===== src/pin_mux_map.vh =====
// Constants for the bridge pin multiplexer: modes, widths, reset values
//
// Notes on behaviour
// - Serial clock driven as master, sampled as slave
// - Master-in: single input, bus bit 1, slave output
// - Master-out: single output, bus bit 0, slave input
// - Quad data bits two and three only in quad
// - Shared pin zero: gpio, select one, or I2C clock
// - Shared pin one: gpio, select two, or I2C data
// - Shared pin two: gpio, select three, or suspend
// - Shared pin three: gpio, wakeup input, or interrupt input
// - Select zero output driven whenever SPI master
// - Slave-select input honoured only as SPI slave
// - Master addresses up to four slave channels
// - Master single/dual/quad; slave single full duplex only
// - Active-low chip reset resets the device
// - Test reset active low; held high normally
// - Two strap bits select the chip operating mode
// - Charger detect output with selectable polarity
`ifndef PIN_MUX_MAP_VH
`define PIN_MUX_MAP_VH

// ----------------------------------------------------------------
// Operating modes selected by the two strap bits
// ----------------------------------------------------------------
`define MODE_SPI_MASTER 2'h0
`define MODE_SPI_SLAVE 2'h1
`define MODE_I2C 2'h2
`define MODE_GPIO_ONLY 2'h3

// ----------------------------------------------------------------
// SPI master data widths
// ----------------------------------------------------------------
`define WIDTH_SINGLE 2'h0
`define WIDTH_DUAL 2'h1
`define WIDTH_QUAD 2'h2

// ----------------------------------------------------------------
// Shared pin three functions
// ----------------------------------------------------------------
`define P3_GPIO 2'h0
`define P3_WAKEUP 2'h1
`define P3_INTERRUPT_INPUT 2'h2

// ----------------------------------------------------------------
// Reset values
// ----------------------------------------------------------------
`define MODE_RST 2'h0
`define OE_N_OFF 1'b1
`define PIN_OUT_RST 1'b0
`define SS_OUT_RST 1'b1
// Synchroniser reset: both reset pins held asserted, all other pins idle high
`define SYNC_RST 14'h33ff
`define SYNC_W 14

`endif


===== src/sync_bits.v =====
// Two-flop synchroniser for a vector of pin inputs
`timescale 1ns/1ps
module sync_bits #(
  parameter WIDTH = 1,
  parameter [WIDTH-1:0] RST_VAL = {WIDTH{1'b0}}
) (
  // Clock and reset
  input wire mclk,
  input wire rst,
  // Data
  input wire [WIDTH-1:0] d,
  output reg [WIDTH-1:0] q
);

  reg [WIDTH-1:0] meta_r;

  always @(posedge mclk) begin
    if (rst) begin
      meta_r <= RST_VAL;
      q <= RST_VAL;
    end else begin
      meta_r <= d;
      q <= meta_r;
    end
  end

endmodule // sync_bits


===== src/spi_i2c_bridge_pin_mux.v =====
// Pin function multiplexer for the USB to SPI and I2C bridge
`timescale 1ns/1ps
`include "pin_mux_map.vh"
module spi_i2c_bridge_pin_mux (
  // Clock and reset
  input wire mclk,
  input wire rst,
  // Reset and strap pins
  input wire chip_reset_low,
  input wire test_reset_low,
  input wire mode_strap_bit0,
  input wire mode_strap_bit1,
  // Serial clock pin
  input wire sck_in,
  output reg sck_out,
  output reg sck_oe_n,
  // Master-in pin
  input wire miso_in,
  output reg miso_out,
  output reg miso_oe_n,
  // Master-out pin
  input wire mosi_in,
  output reg mosi_out,
  output reg mosi_oe_n,
  // Quad data pins
  input wire quad_data_bit_two_in,
  output reg quad_data_bit_two_out,
  output reg quad_data_bit_two_oe_n,
  input wire quad_data_bit_three_in,
  output reg quad_data_bit_three_out,
  output reg quad_data_bit_three_oe_n,
  // Shared pins
  input wire [3:0] shared_pin_in,
  output reg [3:0] shared_pin_out,
  output reg [3:0] shared_pin_oe_n,
  // Slave select pins
  output reg slave_select_out_0,
  input wire slave_select_in_low,
  // Charger detect pin
  output reg charger_detect_out,
  // Configuration from the core
  input wire [1:0] cfg_width,
  input wire [2:0] cfg_alt_en,
  input wire [1:0] cfg_pin3_func,
  input wire cfg_charger_active_low,
  // SPI engine side
  input wire spi_clk_drive,
  input wire [3:0] spi_dout,
  input wire [3:0] spi_doe,
  input wire [3:0] spi_ss_sel_low,
  output reg [3:0] spi_din,
  output reg spi_sck_sampled,
  output reg spi_slave_selected,
  // I2C engine side
  input wire i2c_scl_drive_low,
  input wire i2c_sda_drive_low,
  output reg i2c_scl_in,
  output reg i2c_sda_in,
  // GPIO and system side
  input wire [3:0] gpio_out,
  input wire [3:0] gpio_dir,
  output reg [3:0] gpio_in,
  input wire usb_suspend,
  output reg remote_wakeup,
  output reg interrupt_input,
  input wire charger_detected,
  // Chip status
  output reg dev_reset,
  output reg [1:0] chip_mode,
  output reg [1:0] active_width
);

  // ----------------------------------------------------------------
  // Pin synchronisers
  // ----------------------------------------------------------------
  wire [`SYNC_W-1:0] raw_pins;
  wire [`SYNC_W-1:0] sync_pins;

  assign raw_pins = {mode_strap_bit1, mode_strap_bit0, test_reset_low,
                     chip_reset_low, slave_select_in_low, shared_pin_in,
                     quad_data_bit_three_in, quad_data_bit_two_in,
                     mosi_in, miso_in, sck_in};

  sync_bits #(
    .WIDTH(`SYNC_W),
    .RST_VAL(`SYNC_RST)
  ) u_sync (
    .mclk(mclk),
    .rst(rst),
    .d(raw_pins),
    .q(sync_pins)
  );

  wire sck_s;
  wire miso_s;
  wire mosi_s;
  wire q2_s;
  wire q3_s;
  wire [3:0] shared_s;
  wire ss_in_s;
  wire chip_rst_s;
  wire test_rst_s;
  wire [1:0] strap_s;

  assign sck_s = sync_pins[0];
  assign miso_s = sync_pins[1];
  assign mosi_s = sync_pins[2];
  assign q2_s = sync_pins[3];
  assign q3_s = sync_pins[4];
  assign shared_s = sync_pins[8:5];
  assign ss_in_s = sync_pins[9];
  assign chip_rst_s = sync_pins[10];
  assign test_rst_s = sync_pins[11];
  assign strap_s = sync_pins[13:12];

  // ----------------------------------------------------------------
  // Shared pin selection
  // ----------------------------------------------------------------
  // Returns {out, oe_n}; gpio driver is cut off while alt is set
  function [1:0] pick_pin;
    input alt;
    input alt_out;
    input alt_oe_n;
    input g_out;
    input g_dir;
    begin
      if (alt) begin
        pick_pin = {alt_out, alt_oe_n};
      end else begin
        pick_pin = {g_out, ~g_dir};
      end
    end
  endfunction

  // ----------------------------------------------------------------
  // Device reset and strap capture
  // ----------------------------------------------------------------
  wire dev_reset_nxt;

  assign dev_reset_nxt = ~chip_rst_s | ~test_rst_s;

  // Straps follow the pins while held in reset and freeze on release
  always @(posedge mclk) begin
    if (rst) begin
      dev_reset <= 1'b1;
      chip_mode <= `MODE_RST;
    end else begin
      dev_reset <= dev_reset_nxt;
      if (dev_reset) begin
        chip_mode <= strap_s;
      end
    end
  end

  // ----------------------------------------------------------------
  // Mode decode
  // ----------------------------------------------------------------
  wire run;
  wire is_master;
  wire is_slave;
  wire is_i2c;
  reg [1:0] width_nxt;

  assign run = ~dev_reset;
  assign is_master = run & (chip_mode == `MODE_SPI_MASTER);
  assign is_slave = run & (chip_mode == `MODE_SPI_SLAVE);
  assign is_i2c = run & (chip_mode == `MODE_I2C);

  always @* begin
    width_nxt = `WIDTH_SINGLE;
    if (is_master && (cfg_width == `WIDTH_DUAL || cfg_width == `WIDTH_QUAD)) begin
      width_nxt = cfg_width;
    end
  end

  wire wide;
  wire quad;

  assign wide = width_nxt != `WIDTH_SINGLE;
  assign quad = width_nxt == `WIDTH_QUAD;

  // ----------------------------------------------------------------
  // SPI pin next values
  // ----------------------------------------------------------------
  reg sck_out_nxt;
  reg sck_oe_n_nxt;
  reg miso_out_nxt;
  reg miso_oe_n_nxt;
  reg mosi_out_nxt;
  reg mosi_oe_n_nxt;
  reg [1:0] quad_out_nxt;
  reg [1:0] quad_oe_n_nxt;
  reg [3:0] spi_din_nxt;
  reg slave_sel_nxt;

  always @* begin
    sck_out_nxt = `PIN_OUT_RST;
    sck_oe_n_nxt = `OE_N_OFF;
    miso_out_nxt = `PIN_OUT_RST;
    miso_oe_n_nxt = `OE_N_OFF;
    mosi_out_nxt = `PIN_OUT_RST;
    mosi_oe_n_nxt = `OE_N_OFF;
    quad_out_nxt = {2{`PIN_OUT_RST}};
    quad_oe_n_nxt = {2{`OE_N_OFF}};
    spi_din_nxt = 4'h0;
    slave_sel_nxt = 1'b0;
    if (is_master) begin
      sck_out_nxt = spi_clk_drive;
      sck_oe_n_nxt = 1'b0;
      if (wide) begin
        mosi_out_nxt = spi_dout[0];
        mosi_oe_n_nxt = ~spi_doe[0];
        miso_out_nxt = spi_dout[1];
        miso_oe_n_nxt = ~spi_doe[1];
        spi_din_nxt[0] = mosi_s;
        spi_din_nxt[1] = miso_s;
        if (quad) begin
          quad_out_nxt = spi_dout[3:2];
          quad_oe_n_nxt = ~spi_doe[3:2];
          spi_din_nxt[3:2] = {q3_s, q2_s};
        end
      end else begin
        mosi_out_nxt = spi_dout[0];
        mosi_oe_n_nxt = 1'b0;
        spi_din_nxt[0] = miso_s;
      end
    end else if (is_slave) begin
      // Output only while the far master selects this device
      slave_sel_nxt = ~ss_in_s;
      miso_out_nxt = spi_dout[0];
      miso_oe_n_nxt = ss_in_s;
      spi_din_nxt[0] = mosi_s;
    end
  end

  // ----------------------------------------------------------------
  // Shared pin next values
  // ----------------------------------------------------------------
  reg [3:0] sh_out_nxt;
  reg [3:0] sh_oe_n_nxt;
  reg ss0_nxt;
  reg scl_in_nxt;
  reg sda_in_nxt;
  reg wake_nxt;
  reg interrupt_input_nxt;
  reg [1:0] p0;
  reg [1:0] p1;
  reg [1:0] p2;
  reg [1:0] p3;

  always @* begin
    ss0_nxt = `SS_OUT_RST;
    scl_in_nxt = 1'b1;
    sda_in_nxt = 1'b1;
    wake_nxt = 1'b0;
    interrupt_input_nxt = 1'b0;
    if (is_master) begin
      ss0_nxt = spi_ss_sel_low[0];
      p0 = pick_pin(cfg_alt_en[0], spi_ss_sel_low[1], 1'b0,
                    gpio_out[0], gpio_dir[0]);
      p1 = pick_pin(cfg_alt_en[1], spi_ss_sel_low[2], 1'b0,
                    gpio_out[1], gpio_dir[1]);
      p2 = pick_pin(cfg_alt_en[2], spi_ss_sel_low[3], 1'b0,
                    gpio_out[2], gpio_dir[2]);
    end else if (is_i2c) begin
      // Open drain: drive low or release
      p0 = pick_pin(cfg_alt_en[0], 1'b0, ~i2c_scl_drive_low,
                    gpio_out[0], gpio_dir[0]);
      p1 = pick_pin(cfg_alt_en[1], 1'b0, ~i2c_sda_drive_low,
                    gpio_out[1], gpio_dir[1]);
      p2 = pick_pin(cfg_alt_en[2], usb_suspend, 1'b0,
                    gpio_out[2], gpio_dir[2]);
      if (cfg_alt_en[0]) begin
        scl_in_nxt = shared_s[0];
      end
      if (cfg_alt_en[1]) begin
        sda_in_nxt = shared_s[1];
      end
    end else begin
      p0 = pick_pin(1'b0, 1'b0, `OE_N_OFF, gpio_out[0], gpio_dir[0]);
      p1 = pick_pin(1'b0, 1'b0, `OE_N_OFF, gpio_out[1], gpio_dir[1]);
      p2 = pick_pin(cfg_alt_en[2], usb_suspend, 1'b0,
                    gpio_out[2], gpio_dir[2]);
    end
    // Wakeup and interrupt are inputs, so the driver is released
    p3 = pick_pin(cfg_pin3_func != `P3_GPIO, 1'b0, `OE_N_OFF,
                  gpio_out[3], gpio_dir[3]);
    if (run && cfg_pin3_func == `P3_WAKEUP) begin
      wake_nxt = shared_s[3];
    end
    if (run && cfg_pin3_func == `P3_INTERRUPT_INPUT) begin
      interrupt_input_nxt = shared_s[3];
    end
    sh_out_nxt = {p3[1], p2[1], p1[1], p0[1]};
    sh_oe_n_nxt = {p3[0], p2[0], p1[0], p0[0]};
    if (!run) begin
      sh_out_nxt = {4{`PIN_OUT_RST}};
      sh_oe_n_nxt = {4{`OE_N_OFF}};
    end
  end

  // ----------------------------------------------------------------
  // Output registers
  // ----------------------------------------------------------------
  always @(posedge mclk) begin
    if (rst) begin
      sck_out <= `PIN_OUT_RST;
      sck_oe_n <= `OE_N_OFF;
      miso_out <= `PIN_OUT_RST;
      miso_oe_n <= `OE_N_OFF;
      mosi_out <= `PIN_OUT_RST;
      mosi_oe_n <= `OE_N_OFF;
      quad_data_bit_two_out <= `PIN_OUT_RST;
      quad_data_bit_two_oe_n <= `OE_N_OFF;
      quad_data_bit_three_out <= `PIN_OUT_RST;
      quad_data_bit_three_oe_n <= `OE_N_OFF;
      shared_pin_out <= {4{`PIN_OUT_RST}};
      shared_pin_oe_n <= {4{`OE_N_OFF}};
      slave_select_out_0 <= `SS_OUT_RST;
      charger_detect_out <= 1'b0;
      spi_din <= 4'h0;
      spi_sck_sampled <= 1'b0;
      spi_slave_selected <= 1'b0;
      i2c_scl_in <= 1'b1;
      i2c_sda_in <= 1'b1;
      gpio_in <= 4'h0;
      remote_wakeup <= 1'b0;
      interrupt_input <= 1'b0;
      active_width <= `WIDTH_SINGLE;
    end else begin
      sck_out <= sck_out_nxt;
      sck_oe_n <= sck_oe_n_nxt;
      miso_out <= miso_out_nxt;
      miso_oe_n <= miso_oe_n_nxt;
      mosi_out <= mosi_out_nxt;
      mosi_oe_n <= mosi_oe_n_nxt;
      quad_data_bit_two_out <= quad_out_nxt[0];
      quad_data_bit_two_oe_n <= quad_oe_n_nxt[0];
      quad_data_bit_three_out <= quad_out_nxt[1];
      quad_data_bit_three_oe_n <= quad_oe_n_nxt[1];
      shared_pin_out <= sh_out_nxt;
      shared_pin_oe_n <= sh_oe_n_nxt;
      slave_select_out_0 <= ss0_nxt;
      charger_detect_out <= charger_detected ^ cfg_charger_active_low;
      spi_din <= spi_din_nxt;
      spi_sck_sampled <= is_slave & sck_s;
      spi_slave_selected <= slave_sel_nxt;
      i2c_scl_in <= scl_in_nxt;
      i2c_sda_in <= sda_in_nxt;
      gpio_in <= shared_s;
      remote_wakeup <= wake_nxt;
      interrupt_input <= interrupt_input_nxt;
      active_width <= width_nxt;
    end
  end

endmodule // spi_i2c_bridge_pin_mux


===== config.mk =====
export PLATFORM = sky130hd
export DESIGN_NAME = spi_i2c_bridge_pin_mux
export DESIGN_NICKNAME = d
export VERILOG_FILES = /design/src/sync_bits.v /design/src/spi_i2c_bridge_pin_mux.v
export VERILOG_INCLUDE_DIRS = /design/src
export SDC_FILE = /design/constraint.sdc
export NUM_CORES = 1
export LEC_CHECK = 0
export ABC_AREA = 1
export BUFFER_PORTS_ARGS = -buffer_cell sky130_fd_sc_hd__buf_2
export CAP_MARGIN = 10
export CORE_UTILIZATION = 42
export DETAILED_ROUTE_END_ITERATION = 16
export PLACE_DENSITY = 0.73
export SLEW_MARGIN = 0
export SYNTH_ARGS = -nofsm -noshare
export SYNTH_HDL_FRONTEND = slang
export SYNTH_SLANG_ARGS = --single-unit

===== constraint.sdc =====
create_clock -name mclk -period 1 [get_ports mclk]
set_input_delay 0.1 -clock mclk [delete_from_list [all_inputs] [get_ports mclk]]
set_output_delay 0.1 -clock mclk [all_outputs]
set_load 0.05 [all_outputs]

==> results of run 1 <==
==> synthesized netlist by cell type, drive strengths merged <==
library cell	count
or2	25
and2	1
a211oi	1
buf	1
o21ai	5
nand4	3
inv	37
clkbuf	3
dfxtp	67
nand3	9
nor2	31
nand2	48
a21oi	3
xnor2	1
nor3	4
==> cell families (layout without fill, tap and decap cells) <==
logic type / after synthesis / in the layout / share of synthesized area (%)
compound gates: 9 / 9 / 2.22
xor+xnor: 1 / 1 / 0.408
buf+inv: 41 / 180 / 7.35
flops: 67 / 67 / 62.5
simple gates: 121 / 121 / 27.5
==> power groups by stage <==
stage                     sequential, mW  clock (mW)  combinational (mW)
final                               2.76        2.36               0.514
after global routing                2.77        2.57               0.560
after CTS                           2.76        2.41               0.499
after detailed placement            2.82           0               0.384
after global placement              2.82           0               0.378
after floorplan                     2.89           0               0.140
==> timing repair <==
action,CTS,global route
endpoints found under the setup margin,50,38
hold buffers,29,1
pin swaps,0,2
cloned,0,0
hold endpoints to repair,29,1
resized for setup,42,23
setup buffers,0,1
==> final cells by class <==
cell class / instances / area, um^2 / share of cell area, %
clock inverter: 5 / 76.3 / 2.23
multi-input combinational: 131 / 673 / 19.6
tap: 67 / 83.8 / 2.45
sequential: 67 / 1350 / 39.5
clock buffer: 11 / 131 / 3.83
timing repair buffer: 127 / 966 / 28.2
inverter: 37 / 144 / 4.20
==> stage by stage <==
stage	util [%]	hold slack, ns	std cells	power, mW
after floorplan	-	0.169	239	3.03
after global placement	56.9	0.266	398	3.20
after detailed placement	56.9	0.268	398	3.20
after CTS	69.5	0.00234	443	5.67
after global routing	71.1	0.00391	445	5.89
final	71.1	0.0246	445	5.63
==> flip-flops by register name (all words and copies together) (netlist names), 2 cells and up <==
name             cells
u_sync.meta_r       14
shared_pin_out       4
active_width         2
chip_mode            2
u_sync.q            14
spi_din              4
shared_pin_oe_n      4
gpio_in              4
==> layer usage <==
| metal | share of wire, % | routed length, um |
|---|---|---|
| met5 | 0 | 0 |
| met4 | 1.4 | 63 |
| met3 | 8.5 | 397 |
| met2 | 50 | 2340 |
| met1 | 40 | 1850 |
==> worst min-delay path: cells and delay by family <==
| family | cells | cell delay, ns |
|---|---|---|
| XOR/XNOR | 1 | 0.07 |
| buffers and inverters | 1 | 0.09 |
| AND/OR/NAND/NOR | 1 | 0.07 |
==> final timing paths <==
check             cells past startpoint                  to  slack (ns)                   start
setup / recovery                      5  slave_select_out_0       -0.07               dev_reset
hold / removal                        3  charger_detect_out        0.02  cfg_charger_active_low
setup reg to reg                      5  slave_select_out_0       -0.07               dev_reset
hold reg to reg                       1           dev_reset        0.39            u_sync.q[10]
==> results.tsv, run 1 <==
metric	value	unit
crit_arrival	1.30	ns
syn_area	0.00214	mm^2
outcome	finished, violations left	
finalWirelength	4650	um
swShare	21.8	%
cp_cell_sequence	nor2_4, nand2_4, nor2_8, inv_4, or2_1	
seq_area_frac_synth	62.5	%
first_pass_iters	4	
drt_iter0_drc	56	
clock-root-buffer	clkbuf_8	
met3_usage	10.0	%
drcViolationCount	0	
top_level_ports	88	
final_area	0.00343	mm^2
critPathLaunchType	register	
die-height	73.5	um
ir_drop	0.00126	V
cts_tree	done	
grt_overflow_total	0	
placed_cell_area	0.00274	mm^2
power_density	1640	mW/mm^2
diodes	0	
min_period	1.07	ns
synth_warnings	0	
area_growth	59.8	%
mostFrequentLayoutCells	dfxtp_1 (64), buf_2 (48), nand2_1 (45)	
cp.required	1.23	ns
place.gp.congestion	0.771	
coreArea	0.00482	mm^2
grt_pass1_vias	1810	
wl_per_cell	10.5	um
syn_inst	239	
p_clk_share	41.8	%
max_clock_freq	0.938	GHz
violations	setup timing	
fp.dieW	73.5	um
crit_path_end_kind	register	
grt_pass1_wl	7180	um
drt-vias-per-instance	4.20	
pre_cts_ws	-0.0709	ns
fin_skew	0.00477	ns
crit_buf_inv	1	
pwr-share-comb	9.1	%
drv_cap	0	
cp_max_fo	5	
leakagePower	1.76	nW
synth_cell_types	23	
internal_power	4.40	mW
slew_violations	0	
grt_use_met1	17.9	%
busiest_layer	met2	
cp_slowest_cell	dfxtp_4	
grt_setup_unrepaired	true	
clock_sinks	67	
syn-num-nets	288	
hold_class	primary input to register	
period_share	107	%
start_util	44.5	%
path_class	register to register	
grt.total_usage	18.3	%
yosysTopAreaCell	dfxtp_1	
yosysTopAreaCellShare	62.5	%
row_count	25	
pwr-share-seq	49.0	%
cts_made_buffers	9	
setup-tns-final	-0.487	ns
clkTransAtPathRegs	0.07	ns
relSlewSlack	87.4	%
io_buffers	87	
hpwl	2920	um
fin_nets	422	
synth.area.top_cells	dfxtp_1 (63%), nand2_1 (8.1%), or2_2 (7.0%), inv_1 (5.8%), nor2_1 (5.1%)	
layout_commonest_cell	dfxtp_1	
fillers	376	
grt_max_degree	19	
critical_path.max_stage_delay	0.35	ns
insertion_delay	0.34	ns
ant_nets	0	
setup_viol	16	
fin_ws	-0.0659	ns
clockBufferDepth	2	
met2_usage	31.4	%
cts.htree.levels	3	
dr_total_vias	1868	
drive_gt1_share	40.5	%
p_switching	1.23	mW
tightest_slew	0.187	ns
cpLargestDelayFamily	simple AND/OR/NAND/NOR gates	
ys_ff_latch	67	
antenna_found_initial	0	
syn_avg_cell_area	8.97	um^2
dieArea	0.00540	mm^2
hold_viol	0	
Note: power is estimated with default switching activity, not from simulation.
==> inputs of run 2 (changes only) <==
--- a/config.mk
+++ b/config.mk
@@ -7,12 +7,15 @@
 export NUM_CORES = 1
 export LEC_CHECK = 0
 export ABC_AREA = 1
+export ABC_CLOCK_PERIOD_IN_PS = 1000
 export BUFFER_PORTS_ARGS = -buffer_cell sky130_fd_sc_hd__buf_2
 export CAP_MARGIN = 10
 export CORE_UTILIZATION = 42
 export DETAILED_ROUTE_END_ITERATION = 16
 export PLACE_DENSITY = 0.73
+export REMOVE_ABC_BUFFERS = 1
 export SLEW_MARGIN = 0
 export SYNTH_ARGS = -nofsm -noshare
 export SYNTH_HDL_FRONTEND = slang
+export SYNTH_HIERARCHICAL = 1
 export SYNTH_SLANG_ARGS = --single-unit
==> run 2 against run 1 <==
  * The run still ends with setup timing left
  * Combinational power up 5.3%
  * Non-clock buffer count up 5
  * Synthesized cell count up 11%
  * Critical endpoint is now chip_mode[1]
==> results.tsv, run 2 <==
metric	value	unit
fin_ws	-0.0775	ns
crit_arrival	0.98	ns
wl_per_cell	10.5	um
tightest_slew	0.213	ns
cp_cell_sequence	buf_6, buf_8	
synthArstFlopShare	0	%
row_count	25	
hold_viol	0	
syn_inst	266	
synthMostInstantiatedCell	nand2_1	
seq_area_frac_synth	60.9	%
setup_viol	9	
power_density	1590	mW/mm^2
clock-root-buffer	clkbuf_8	
synth.area.top_cells	dfxtp_1 (61%), nand2_1 (12%), inv_1 (9.9%), nor2_1 (4.6%), nand3_1 (1.6%)	
yosysTopAreaCell	dfxtp_1	
ys_ff_latch	67	
setup-tns-final	-0.297	ns
mostFrequentLayoutCells	nand2_1 (72), dfxtp_1 (64), inv_1 (56)	
critical_path.max_stage_delay	0.36	ns
syn_avg_cell_area	8.28	um^2
grt_pass1_wl	7480	um
cp_slowest_cell	dfxtp_2	
first_pass_iters	4	
drv_cap	0	
fin_skew	0.00724	ns
grt_setup_unrepaired	true	
critPathLaunchType	register	
ys.flop_type	dfxtp_1	
relSlewSlack	85.7	%
grt.total_usage	18.6	%
ant_nets	0	
area_growth	60.9	%
violations	setup timing	
io_buffers	87	
top_level_ports	88	
syn_area	0.00220	mm^2
layout_commonest_cell	nand2_1	
min_period	1.08	ns
leakagePower	1.95	nW
hpwl	3110	um
die-height	74.4	um
synth-edff-count	0	
clkTransAtPathRegs	0.07	ns
max_clock_freq	0.928	GHz
period_share	108	%
grt_max_degree	17	
drive_gt1_share	34.5	%
fin_util	72.6	%
dr_total_vias	1955	
insertion_delay	0.34	ns
grt_overflow_total	0	
crit_path_end_kind	output pin	
coreArea	0.00488	mm^2
cp_max_fo	5	
finalWirelength	5030	um
grt_pass1_vias	1861	
place.gp.congestion	0.813	
hold_class	primary input to register	
drcViolationCount	0	
ir_drop	0.00114	V
top_regs	u_sync/meta_r (14), u_sync/q (14)	
drt-vias-per-instance	4.09	
fp.dieW	74.4	um
fin_nets	455	
fillers	375	
clock_sinks	67	
antenna_found_initial	0	
path_class	register to output pin	
crit_path_start	chip_mode[1]	
yosysTopAreaCellShare	60.9	%
final_cells	478	
worstHoldStart	gpio_out[1]	
drt_iter0_drc	38	
synth_cell_types	21	
outcome	finished, violations left	
cts_tree	done	
clockBufferDepth	2	
dieArea	0.00554	mm^2
synth_common_cells	nand2_1 (73), dfxtp_1 (67), inv_1 (58)	
cts_made_buffers	9	
diodes	0	
slew_violations	0	
cp.required	0.90	ns
timing.rr.start	chip_mode[1]	
cts.htree.levels	3	
synth_warnings	6	
dp.cells	429	
start_util	45.1	%
==> run 2: cell types whose count changed after synthesis, sizes merged <==
cell,change
nand3,-1
nand4,-1
clkbuf,-3
nand2,+28
a21oi,+1
inv,+27
nor2,-2
buf,+2
or2,-24
==> run 2: repair_timing <==
| action | 4_1_cts | 5_1_grt |
|---|---|---|
| pin swaps | 1 | 6 |
| endpoints found under the setup margin | 59 | 32 |
| hold buffers | 31 | 0 |
| resized for setup | 50 | 26 |
| endpoints found under the hold margin | 29 | 0 |
| setup buffers | 2 | 0 |
==> run 2: layer usage <==
layer / wire, um / vias to the layer above / track usage [%]
li1: - / 1047 / -
met1: 2030 / 835 / 18.6
met2: 2630 / 68 / 33.4
met3: 315 / 5 / 7.45
met4: 61 / 0 / 9.01
met5: 0 / - / 0
==> run 2: path summary, 6_finish.rpt <==
path                         to  slack [ns]  cells after the start
max                chip_mode[1]       -0.08                      2
min           shared_pin_out[1]        0.03                      3
max reg2reg  slave_select_out_0       -0.04                      5
min reg2reg           dev_reset        0.39                      1
==> run 2: kinds of logic (layout without fill, tap and decap cells) <==
group	after synthesis	after routing	share of synthesized area, %
DFF	67	67	60.9
buffers and inverters	67	212	12.4
xor gates and xnor gates	1	1	0.398
and+or+nand+nor	121	121	23.9
AOI/OAI and AO/OA	10	10	2.39
==> run 2: critical path: cells and delay by family (launching register included) <==
family | cells | cell delay [ns]
flip-flops | 1 | 0.36
buffers and inverters | 2 | 0.28
==> run 2: stage by stage <==
| stage | setup WS, ns | hold slack (ns) | power [mW] | area, um^2 |
|---|---|---|---|---|
| global route | -0.109 | 0.0314 | 5.87 | 3540 |
| finish | -0.0775 | 0.0332 | 5.64 | 3540 |
| floorplan | -0.358 | 0.169 | 3.03 | 2170 |
| CTS | -0.0687 | 0.00501 | 5.70 | 3460 |
| detailed placement | -0.0904 | 0.271 | 3.22 | 2790 |
| global placement | -0.0410 | 0.267 | 3.22 | 2790 |
==> run 2: cell type report <==
class / instances / area (um^2) / share of cell area (%)
Tap cell: 67 / 83.8 / 2.37
Clock buffer: 12 / 165 / 4.66
Multi-Input combinational cell: 132 / 644 / 18.2
Sequential cell: 67 / 1350 / 38.0
Inverter: 64 / 248 / 6.99
Timing Repair Buffer: 132 / 1010 / 28.4
Clock inverter: 4 / 47.5 / 1.34
==> run 2: report_power, final <==
part	switching (mW)	internal, mW	total [mW]	leakage, nW
registers	0.0269	2.74	2.77	0.550
clock network	0.986	1.35	2.33	0.108
logic	0.273	0.268	0.541	1.30
total	1.29	4.36	5.64	1.95
==> inputs of run 3 (changes only) <==
--- a/config.mk
+++ b/config.mk
@@ -13,7 +13,6 @@
 export CORE_UTILIZATION = 42
 export DETAILED_ROUTE_END_ITERATION = 16
 export PLACE_DENSITY = 0.73
-export REMOVE_ABC_BUFFERS = 1
 export SLEW_MARGIN = 0
 export SYNTH_ARGS = -nofsm -noshare
 export SYNTH_HDL_FRONTEND = slang
==> run 3 against run 2 <==
  * The run still ends with setup timing left
  * Critical path depth increased by 3
  * Clock skew decreased by 0.0031 ns
  * Non-clock buffer count decreased by 4
  * Count of clock-buffer cells in the layout increased by 1
  * Flip-flop and latch count unchanged
  * Sequential share of layout area increased by 1.6 points
  * Final area decreased by 3.6%
  * Global-route usage decreased by 1.6 points
  * Critical path type is now register to register
==> results.tsv, run 3 (same netlist as run 2, synthesis figures left out) <==
metric	value	unit
outcome	finished, violations left	
violations	setup timing	
cp_max_fo	5	
fp.dieW	74.4	um
fin_skew	0.00415	ns
coreArea	0.00488	mm^2
crit_arrival	1.29	ns
dr_total_vias	1948	
start_util	45.1	%
setup_viol	17	
placed_cell_area	0.00277	mm^2
first_pass_iters	4	
wl_per_cell	10.2	um
grt_pass1_vias	1649	
path_class	register to register	
antenna_found_initial	0	
syn-num-nets	315	
relSlewSlack	75.5	%
ant_nets	0	
power_density	1510	mW/mm^2
grt_overflow_total	0	
area_growth	55.1	%
layout_commonest_cell	nand2_1	
grt_max_degree	25	
reg2reg_depth	5	
clockBufferDepth	2	
leakagePower	1.90	nW
hpwl	3070	um
min_path_cells	3	
top_level_ports	88	
mostFrequentLayoutCells	nand2_1 (73), dfxtp_1 (64), inv_1 (57)	
clock-root-buffer	clkbuf_8	
io_buffers	87	
ir_drop	0.00101	V
tightest_slew	0.367	ns
clkTransAtPathRegs	0.07	ns
max_clock_freq	0.936	GHz
drive_gt1_share	33.3	%
period_share	107	%
regToRegEndpoint	slave_select_out_0	
final_area	0.00342	mm^2
wl_met2	2540	um
rrSetupSlack	-0.07	ns
clock_sinks	67	
cts.htree.levels	3	
dieArea	0.00554	mm^2
cts_tree	done	
timing.hold.ws	0.0127	ns
cp.required	1.22	ns
cts_made_buffers	9	
drv_cap	0	
drcViolationCount	0	
drt_iter0_drc	41	
fin_ws	-0.0686	ns
grt_setup_unrepaired	true	
slew_violations	0	
diodes	0	
grt_pass1_wl	6840	um
place.gp.congestion	0.757	
critPathLaunchType	register	
timing.rr.start	chip_mode[0]	
insertion_delay	0.33	ns
row_count	25	
top_regs	u_sync/meta_r (14), u_sync/q (14)	
met1_length	1900	um
hold_viol	0	
crit_path_end_kind	register	
min_period	1.07	ns
finalWirelength	4800	um
die-height	74.4	um
grt.total_usage	17.0	%
fin_nets	451	
worstHoldStart	charger_detected	
hold_class	primary input to register	
hold_path_end	charger_detect_out	
wl_met3	256	um
crit_path_start	chip_mode[0]	
setup-tns-final	-0.495	ns
drt-vias-per-instance	4.12	
highest_layer	met4	
## run 3: changes by cell type in the layout (fill, tap and decap cells not counted), sizes merged
cell,change
buf,-14
dlygate4sd3,-4
clkinv,-1
clkbuf,+15
inv,-1
clkinvlp,+1
bufinv,-1
## run 3: worst max-delay path, stage by stage (launching register included)
cell     delay (ns)
dfxtp_4        0.37
nor2_4         0.12
nand2_4        0.09
nor2_8         0.14
inv_2          0.05
or2_1          0.19
## run 3: metrics by stage
stage	utilization, %	total power, mW	std cells	setup slack (ns)
after floorplan	-	3.05	266	-0.102
after global placement	56.8	3.20	426	-0.0158
after detailed placement	56.8	3.21	426	-0.0443
after CTS	68.1	5.18	471	-0.0649
after global routing	70.0	5.36	473	-0.113
final	70.0	5.15	473	-0.0686
## run 3: area by class of cell
cell class	instances	area [um^2]
flip-flops and latches	67	1350
inverters	64	246
repair buffers	128	936
fillers	394	1460
clock inverters	2	12.5
clock buffers	13	149
well taps	67	83.8
multi-input cells	132	636
## run 3: repair_timing
| action | in CTS | in global routing |
|---|---|---|
| hold endpoints to repair | 26 | 0 |
| buffers inserted | 3 | 2 |
| pin swaps | 3 | 2 |
| hold buffers | 27 | 0 |
| endpoints found under the setup margin | 28 | 41 |
| gates resized for setup | 34 | 30 |
## run 3: metal layers
metal | global-route usage [%] | vias to the layer above
li1 | - | 1042
met1 | 17.7 | 830
met2 | 29.7 | 64
met3 | 4.61 | 12
met4 | 11.7 | 0
met5 | 0 | -
## run 3: where the power goes
part | switching, mW | total [mW] | internal, mW
logic | 0.269 | 0.518 | 0.249
clock network | 0.909 | 1.86 | 0.952
registers | 0.0289 | 2.77 | 2.74
total | 1.21 | 5.15 | 3.94
## run 3: worst max-delay path by stage
stage / end / slack (ns) / depth (start not counted)
3_5_place_dp: miso_out / -0.04 / 4
6_report: slave_select_out_0 / -0.07 / 5
5_1_grt: quad_data_bit_two_oe_n / -0.11 / 6
4_1_cts: chip_mode[1] / -0.06 / 2
3_3_place_gp: quad_data_bit_two_oe_n / -0.02 / 6
2_1_floorplan: slave_select_out_0 / -0.10 / 5
